--- config.mk ---
export PLATFORM = sky130hd
export DESIGN_NAME = pad_config_regs
export DESIGN_NICKNAME = d
export VERILOG_FILES = /design/src/pad_cfg_pkg.sv /design/src/pad_ctl_if.sv /design/src/pad_config_regs.sv /design/src/pad_pull_resolve.sv
export SDC_FILE = /design/constraint.sdc
export NUM_CORES = 1
export LEC_CHECK = 0
export BUFFER_PORTS_ARGS = -buffer_cell sky130_fd_sc_hd__buf_2
export CAP_MARGIN = 20
export CORE_ASPECT_RATIO = 1.4
export CORE_UTILIZATION = 32
export CTS_CLUSTER_SIZE = 25
export DETAILED_ROUTE_END_ITERATION = 8
export PLACE_DENSITY_LB_ADDON = 0.08
export SKIP_CTS_REPAIR_TIMING = 1
export SLEW_MARGIN = 5
export SYNTH_ARGS = -nofsm -noshare
export SYNTH_HDL_FRONTEND = slang
export SYNTH_HIERARCHICAL = 1
export SYNTH_SLANG_ARGS = --single-unit
--- constraint.sdc ---
create_clock -name i_clk -period 5.47 [get_ports i_clk]
set_clock_uncertainty 0.05 [all_clocks]
set_input_delay 1.094 -clock i_clk [delete_from_list [all_inputs] [get_ports i_clk]]
set_output_delay 1.094 -clock i_clk [all_outputs]
set_load 0.03 [all_outputs]
--- src/pad_cfg_pkg.sv ---
// Behaviour
// - Register block base selectable on any 2K boundary in 64K space
// - Five base-select bits form the top five bits of block address
// - Only the lowest 512 bytes of the 2K window produce a hit
// - After reset the base is zero, first register at address zero
// - Port G pull enabled: up when direction pin high, down when low
// - Port H pull enabled: up when direction pin high, down when low
// - Reduced package ties port G direction high, giving pull-up
// - Reduced package ties port H direction low, giving pull-down
package pad_cfg_pkg;
  localparam int unsigned APB_AW = 12;
  localparam int unsigned APB_DW = 32;
  localparam int unsigned REG_W  = 8;
  localparam int unsigned CPU_AW = 16;

  // Register indices; byte address is four times the index
  localparam logic [7:0] IDX_PULL_ENABLE = 8'h0c;
  localparam logic [7:0] IDX_DRIVE       = 8'h0d;
  localparam logic [7:0] IDX_BLOCK_BASE  = 8'h11;

  // Pull enable fields
  localparam int unsigned BIT_PULL_A = 0;
  localparam int unsigned BIT_PULL_B = 1;
  localparam int unsigned BIT_PULL_E = 4;
  localparam int unsigned BIT_PULL_G = 6;
  localparam int unsigned BIT_PULL_H = 7;
  localparam logic [7:0] PULL_WMASK = 8'hd3;
  localparam logic [7:0] PULL_RESET = 8'hd0;

  // Reduced drive fields
  localparam int unsigned BIT_RDRV_A = 0;
  localparam int unsigned BIT_RDRV_B = 1;
  localparam int unsigned BIT_RDRV_E = 3;
  localparam int unsigned BIT_RDRV_G = 5;
  localparam int unsigned BIT_RDRV_H = 6;
  localparam logic [7:0] DRIVE_WMASK = 8'h6b;
  localparam logic [7:0] DRIVE_RESET = 8'h00;

  // Block base fields
  localparam int unsigned BASE_MSB      = 7;
  localparam int unsigned BASE_LSB      = 3;
  localparam int unsigned BIT_WAIT_STOP = 0;
  localparam logic [7:0] BASE_WMASK = 8'hf9;
  localparam logic [7:0] BASE_RESET = 8'h00;

  // Block address decode
  localparam int unsigned WIN_MSB  = 15;
  localparam int unsigned WIN_LSB  = 11;
  localparam int unsigned SPAN_MSB = 10;
  localparam int unsigned SPAN_LSB = 9;

  localparam logic [4:0] NUM_DRIVE_OUT = 5'd5;
endpackage

--- src/pad_ctl_if.sv ---
`timescale 1ns/1ns
interface pad_ctl_if;
  logic [7:0] pull_enable;
  logic       dir_g_pin;
  logic       dir_h_pin;
  logic       reduced_pkg;
  logic       g_up;
  logic       g_down;
  logic       h_up;
  logic       h_down;

  modport regs
  (
    output pull_enable, dir_g_pin, dir_h_pin, reduced_pkg,
    input  g_up, g_down, h_up, h_down
  );
  modport resolve
  (
    input  pull_enable, dir_g_pin, dir_h_pin, reduced_pkg,
    output g_up, g_down, h_up, h_down
  );
endinterface

--- src/pad_config_regs.sv ---
`timescale 1ns/1ns
module pad_config_regs
(
  input  wire logic                        i_clk,
  input  wire logic                        i_rst,
  input  wire logic                        psel,
  input  wire logic                        penable,
  input  wire logic                        pwrite,
  input  wire logic [pad_cfg_pkg::APB_AW-1:0] paddr,
  input  wire logic [pad_cfg_pkg::APB_DW-1:0] pwdata,
  output logic      [pad_cfg_pkg::APB_DW-1:0] prdata,
  output logic                             pready,
  output logic                             pslverr,
  input  wire logic [pad_cfg_pkg::CPU_AW-1:0] i_cpu_addr,
  input  wire logic                        i_port_g_pull_direction_pin,
  input  wire logic                        i_port_h_pull_direction_pin,
  input  wire logic                        i_reduced_package,
  output logic                             o_regblock_hit,
  output logic                             o_port_a_pull_up,
  output logic                             o_port_b_pull_up,
  output logic                             o_port_e_pull_up,
  output logic                             o_port_g_pull_up,
  output logic                             o_port_g_pull_down,
  output logic                             o_port_h_pull_up,
  output logic                             o_port_h_pull_down,
  output logic                             o_port_a_reduced_drive,
  output logic                             o_port_b_reduced_drive,
  output logic                             o_port_e_reduced_drive,
  output logic                             o_port_g_reduced_drive,
  output logic                             o_port_h_reduced_drive
);
  import pad_cfg_pkg::*;

  function automatic logic addr_is(input logic [APB_AW-1:0] a,
                                   input logic [7:0] idx);
    addr_is = (a == {2'b00, idx, 2'b00});
  endfunction

  function automatic logic [7:0] merge(input logic [7:0] old_v,
                                       input logic [7:0] new_v,
                                       input logic [7:0] mask);
    merge = (old_v & ~mask) | (new_v & mask);
  endfunction

  logic [7:0]        pull_r;
  logic [7:0]        pull_nxt;
  logic [7:0]        drive_r;
  logic [7:0]        drive_nxt;
  logic [7:0]        base_r;
  logic [7:0]        base_nxt;
  logic [APB_DW-1:0] prdata_r;
  logic              pready_r;
  logic              pslverr_r;
  logic              hit_r;
  logic [6:0]        pull_out_r;
  logic [4:0]        drive_out_r;

  wire               sel_pull;
  wire               sel_drive;
  wire               sel_base;
  wire               mapped;
  wire               setup;
  wire               access_done;
  wire               wr_pull;
  wire               wr_drive;
  wire               wr_base;
  wire [7:0]         rd_byte;
  wire               hit_w;
  wire [6:0]         pull_out_w;
  wire [4:0]         drive_out_w;

  pad_ctl_if pad_if ();

  // Bus decode
  assign sel_pull    = addr_is(paddr, IDX_PULL_ENABLE);
  assign sel_drive   = addr_is(paddr, IDX_DRIVE);
  assign sel_base    = addr_is(paddr, IDX_BLOCK_BASE);
  assign mapped      = sel_pull | sel_drive | sel_base;
  assign setup       = psel & ~penable;
  assign access_done = psel & penable & pready_r;
  assign wr_pull     = access_done & pwrite & sel_pull;
  assign wr_drive    = access_done & pwrite & sel_drive;
  assign wr_base     = access_done & pwrite & sel_base;
  assign rd_byte     = sel_pull  ? pull_r  :
                       sel_drive ? drive_r :
                       sel_base  ? base_r  : 8'h00;

  assign pull_nxt  = wr_pull  ? merge(pull_r,  pwdata[7:0], PULL_WMASK)
                              : pull_r;
  assign drive_nxt = wr_drive ? merge(drive_r, pwdata[7:0], DRIVE_WMASK)
                              : drive_r;
  assign base_nxt  = wr_base  ? merge(base_r,  pwdata[7:0], BASE_WMASK)
                              : base_r;

  // Register block window decode
  assign hit_w = (i_cpu_addr[WIN_MSB:WIN_LSB] == base_r[BASE_MSB:BASE_LSB])
                 && (i_cpu_addr[SPAN_MSB:SPAN_LSB] == 2'b00);

  // Pad control hand-off to the pull resolver
  assign pad_if.pull_enable = pull_r;
  assign pad_if.dir_g_pin   = i_port_g_pull_direction_pin;
  assign pad_if.dir_h_pin   = i_port_h_pull_direction_pin;
  assign pad_if.reduced_pkg = i_reduced_package;

  pad_pull_resolve u_resolve
  (
    .p (pad_if.resolve)
  );

  assign pull_out_w  = {pad_if.h_down, pad_if.h_up, pad_if.g_down,
                        pad_if.g_up, pull_r[BIT_PULL_E],
                        pull_r[BIT_PULL_B], pull_r[BIT_PULL_A]};
  assign drive_out_w = {drive_r[BIT_RDRV_H], drive_r[BIT_RDRV_G],
                        drive_r[BIT_RDRV_E], drive_r[BIT_RDRV_B],
                        drive_r[BIT_RDRV_A]};

  // Configuration storage
  always_ff @(posedge i_clk)
  begin
    if (i_rst)
    begin
      pull_r  <= PULL_RESET;
      drive_r <= DRIVE_RESET;
      base_r  <= BASE_RESET;
    end
    else
    begin
      pull_r  <= pull_nxt;
      drive_r <= drive_nxt;
      base_r  <= base_nxt;
    end
  end

  // Bus answer: ready in the first access cycle
  always_ff @(posedge i_clk)
  begin
    if (i_rst)
    begin
      pready_r  <= 1'b0;
      pslverr_r <= 1'b0;
      prdata_r  <= '0;
    end
    else
    begin
      pready_r  <= setup;
      pslverr_r <= setup & ~mapped;
      if (setup)
      begin
        prdata_r <= {24'h000000, rd_byte};
      end
    end
  end

  // Registered pad outputs
  always_ff @(posedge i_clk)
  begin
    if (i_rst)
    begin
      hit_r       <= 1'b0;
      pull_out_r  <= 7'h00;
      drive_out_r <= 5'h00;
    end
    else
    begin
      hit_r       <= hit_w;
      pull_out_r  <= pull_out_w;
      drive_out_r <= drive_out_w;
    end
  end

  assign prdata                 = prdata_r;
  assign pready                 = pready_r;
  assign pslverr                = pslverr_r;
  assign o_regblock_hit         = hit_r;
  assign o_port_a_pull_up       = pull_out_r[0];
  assign o_port_b_pull_up       = pull_out_r[1];
  assign o_port_e_pull_up       = pull_out_r[2];
  assign o_port_g_pull_up       = pull_out_r[3];
  assign o_port_g_pull_down     = pull_out_r[4];
  assign o_port_h_pull_up       = pull_out_r[5];
  assign o_port_h_pull_down     = pull_out_r[6];
  assign o_port_a_reduced_drive = drive_out_r[0];
  assign o_port_b_reduced_drive = drive_out_r[1];
  assign o_port_e_reduced_drive = drive_out_r[2];
  assign o_port_g_reduced_drive = drive_out_r[3];
  assign o_port_h_reduced_drive = drive_out_r[4];
endmodule

--- src/pad_pull_resolve.sv ---
`timescale 1ns/1ns
module pad_pull_resolve
(
  pad_ctl_if.resolve p
);
  import pad_cfg_pkg::*;

  wire g_dir;
  wire h_dir;
  wire g_en;
  wire h_en;

  assign g_dir = p.reduced_pkg ? 1'b1 : p.dir_g_pin;
  assign h_dir = p.reduced_pkg ? 1'b0 : p.dir_h_pin;
  assign g_en  = p.pull_enable[BIT_PULL_G];
  assign h_en  = p.pull_enable[BIT_PULL_H];

  assign p.g_up   = g_en & g_dir;
  assign p.g_down = g_en & ~g_dir;
  assign p.h_up   = h_en & h_dir;
  assign p.h_down = h_en & ~h_dir;
endmodule

* Word-level counts from Yosys, hierarchy flattened
Index checks and enable logic that the tools add are counted.
** Storage, ports and cells
- Logic and storage cells :: 41
- Output and inout port bits :: 47
- Bits in read-only memories :: 0
- Bits in writable memories :: 0
- Register bits :: 47
- Bits in latches :: 0
- Memories kept :: 0
** Cells by class
- Shift operators :: 0
- Order comparisons :: 0
- Multiplexer cells :: 5
- $mul :: 0
- Eq/ne operators :: 4
- Add/sub/neg operators :: 0
- Divide/modulo/power cells :: 0
- Bitwise gates (word level) :: 21
- Reduce and logical (&&, ||, !) cells :: 2
** Operators with widths (number)
- == test 12 x 6 -> 1 bit (second input constant) :: 2
- 2-to-1 mux 8 bit :: 3
- AND 1 bit :: 12
- == test 12 x 7 -> 1 bit (second input constant) :: 1
- OR 3 x 8 -> 8 bit :: 1
- OR 6 x 8 -> 8 bit :: 1
- OR 8 x 7 -> 8 bit :: 1
- == test 5 bit :: 1
- NOT 1 bit :: 4
- zero test 2 bit :: 1
- 2-to-1 mux 1 bit :: 2
- OR 1 bit :: 2
- logical AND 1 bit :: 1

* Logic depth before layout (Yosys ltp)
- Depth after elaboration :: 5
- Depth in mapped cells :: 6
- Gate-level depth less buffers :: 4

* Cells and area by module
The synthesis kept the hierarchy.
** Modules (own cells, without submodules)
- pad_config_regs :: seq. area each 780.7 um^2, times used 1, cells an instance 185, area each 1726.7 um^2
- pad_pull_resolve :: seq. area each 0.0 um^2, times used 1, cells an instance 5, area each 32.5 um^2

* Worst setup path before layout
Ideal clock, no wire load.
- Path kind :: input to register
- Start :: input port paddr[11] (netlist bit)
- End :: register drive_r[3]
- Library setup time :: 0.123 ns
- Required time :: 5.297 ns
- Buffers on the path :: 1
- Stages :: 5
- Path slack :: 2.743 ns
- Data arrival time :: 2.554 ns
- Cells stage by stage :: or4_4 > nor4_2 > and2_1 > buf_4 > mux2_1
** Between the ends
- Cells in the longest elaborated chain, start to end :: 2
** RTL lines
- start: declaration :: line pad_config_regs.sv:9 : input wire logic [pad_cfg_pkg::APB_AW-1:0] paddr,
- == test 12 x 6 -> 1 bit :: line pad_config_regs.sv:36 : addr_is = (a == {2'b00, idx, 2'b00});
- AND 1 bit :: line pad_config_regs.sv:82 : assign wr_drive = access_done & pwrite & sel_drive;
- end signal: assignment :: line pad_config_regs.sv:129 : drive_r <= drive_nxt;
- end: declaration :: line pad_config_regs.sv:47 : logic [7:0] drive_r;
Every way passes these cells.
A chain may end at the register's enable or synchronous reset.

* Worst setup path in the final report
- Start :: input port paddr[11] (netlist bit)
- End :: register drive_r[6]
Same word-level chain as after synthesis.

==> flow_summary_export.csv <==
group,metric,value,unit
worst_hold_path,hp-class,"register to register",
grt,grt_usage,0.148,
die,fp.dieW,64.7,µm
detailed_routing,drcViolationCount,0,
setup_path,worstSetupEndpointType,"register",
detailed_routing,drt-initial-drc-count,88,
setup_path,criticalPathCategory,"input pin to register",
setup_path,required,5.60,ns
yosys,yosys.cell_types.count,37,
power,peakVddDrop,0.108,mV
yosys,ys_warn_count,6,
clock_network,clk_pin_slew,0.07,ns
power,p_per_area,264,nW/µm²
timing,max_clock_freq,358,MHz
detailed_routing,met3WireLength,190,µm
grt,overflow,0,
yosys,syn_avg_cell_area,9.26,µm²
die,row_count,31,
place,port_buffers,56,
clock_network,cts_inserted_buffers,5,
grt,grt_max_degree,36,
timing,setup_ws,2.68,ns
place,dpl.hpwl,2.97,mm
die,die_area,5800,µm²
die,core,5240,µm²
yosys,seq_area_frac_synth,0.444,
setup_path,crit_arrival,2.92,ns
detailed_routing,routed_wl,4.03,mm
yosys,ys_async_sr_fraction,0,
timing,fin_crit_sh,0.510,
layout,syn2layout_area_growth,18.0,%
layout,drive_gt1_frac,0.282,
power,leakagePower,0.900,nW
grt,grt_pass1_vias,1362,
clock_network,root_buffer,"clkbuf_8",
layout,design_area,2080,µm²
yosys,synth_flop_cell,"dfxtp_1",
clock_network,cts_max_level,2,
detailed_routing,routedWlPerCell,12.9,µm
layout,layout.cells.non_filler,311,
layout,utilization,0.396,
layout,n_antenna_cell,0,
timing,setup_violations,0,
grt,antenna_found_initial,0,
power,power,548,µW
yosys,synth_edf_count,0,
clock_network,cts_tree,"done",
timing,worstMarginPinSlew,0.616,ns
yosys,syn_area,1760,µm²
clock_network,clock_latency,0.29,ns
detailed_routing,wirelength_met1,1.76,mm
yosys,synthCells,190,
timing,fin_crit,2.79,ns
timing,max_slew_margin,0.589,
timing,setup_tns,0,ns
layout,final_nets,312,
timing,hold_viol_final,0,
die,ios,115,
clock_network,clock-sinks,39,
timing,fin_hold_ws,0.403,ns
detailed_routing,first_pass_iters,5,
die,die_h,89.7,µm
place,pre_cts_slack,2.36,ns
place,gp_congestion,0.674,
detailed_routing,wl_met2,2.03,mm
place,dpl.cell_count,303,
setup_path,startpoint_type,"input pin",
detailed_routing,viasPerCell,4.68,
detailed_routing,vias,1456,
timing,drv_slew,0,
yosys,ys_seq_elements,39,
detailed_routing,highest_layer,"met4",
outcome,outcome,"completed",
flow_run,cap_viol_max_count,0,
clock_network,ctsLongestPathBuffers,2,
die,floorplan.initialDensity,0.336,
grt,grt_pass1_wl,6.54,mm
setup_path,cp_max_fo,5,
timing,rsz0062_at_grt,"no",
place,place_area,1990,µm²
detailed_routing,ant_nets,0,
==> cell type report <==
type / instances / area, µm²
multi-input cells: 138 / 836
fillers: 591 / 3160
repair buffers: 56 / 280
flip-flops and latches: 39 / 781
clock inverters: 1 / 5.00
well taps: 66 / 82.6
clock buffers: 7 / 76.3
inverters: 4 / 15.0
==> logic make-up (layout without fill, tap and decap cells) <==
kind of cell / count (synthesis) / after routing / share of synthesized area
xor gates and xnor gates: 5 / 5 / 0.0249
DFF: 39 / 39 / 0.444
AOI/OAI and AO/OA: 36 / 36 / 0.121
other: 1 / 24 / 0.00213
buffers and inverters: 36 / 68 / 0.130
muxes: 6 / 6 / 0.0370
and+or+nand+nor: 67 / 67 / 0.241
==> critical path: stages <==
cell	delay (ns)
buf_2	0.10
or4_4	0.57
nor4_2	0.43
and2_1	0.36
mux2_1	0.35
==> worst paths after layout <==
path / start / to / slack (ns) / cells after the start
setup / recovery: paddr[11] / drive_r[6]$_SDFFE_PP0P_ / 2.68 / 5
hold / removal: prdata[1]$_SDFFE_PP0P_ / prdata[1]$_SDFFE_PP0P_ / 0.40 / 2
setup reg to reg: pready$_SDFF_PP0_ / pad_if.pull_enable[0]$_SDFFE_PP0P_ / 3.74 / 4
hold reg to reg: prdata[1]$_SDFFE_PP0P_ / prdata[1]$_SDFFE_PP0P_ / 0.40 / 2
==> report_power, final <==
part / internal, mW / switching, mW / leakage [nW] / total (mW)
logic: 0.0196 / 0.0508 / 0.542 / 0.0704
clock network: 0.0895 / 0.0991 / 0.0422 / 0.189
registers: 0.288 / 0.00140 / 0.317 / 0.289
total: 0.397 / 0.151 / 0.900 / 0.548
==> cells in the mapped netlist (all sizes together) (3+ instances only) <==
cell,n,area share
nor4,5,0.025
nor2b,14,0.050
nand3,10,0.028
a21oi,9,0.026
dfxtp,39,0.44
nand4,3,0.011
nand2b,5,0.018
o21ai,15,0.043
inv,4,0.0085
nor3,5,0.014
xnor2,4,0.020
or4,5,0.030
buf,26,0.11
nor2,5,0.011
mux2,4,0.026
clkbuf,6,0.013
nand3b,4,0.017
nand2,4,0.0085
==> layer usage <==
metal / vias up / global-route usage
li1: 726 / -
met1: 678 / 0.184
met2: 48 / 0.239
met3: 4 / 0.0431
met4: 0 / 0.0556
met5: - / 0
==> flip-flops by register name, indices dropped and copies added, names as in the netlist <==
| signal | count |
|---|---|
| base_r | 6 |
| o_regblock_hit | 1 |
| pull_out_r | 7 |
| drive_r | 5 |
| pad_if.pull_enable | 5 |
| drive_out_r | 5 |
| pready | 1 |
| prdata | 8 |
| pslverr | 1 |
==> cells in the final DEF (no fill, tap or decap), types with 3 or more instances in the layout <==
cell	instances
inv_1	4
nand4_1	3
buf_2	56
nand2_1	4
dfxtp_1	39
o21ai_1	5
nor2_1	5
nand2b_1	5
a21oi_1	9
or4_4	4
nand3_1	10
mux2_1	3
xnor2_1	4
nand3b_1	4
conb_1	24
nor3_1	5
clkbuf_8	5
o21ai_0	10
nor2b_1	14
nor4_1	3
(Power assumes the default switching activity.)
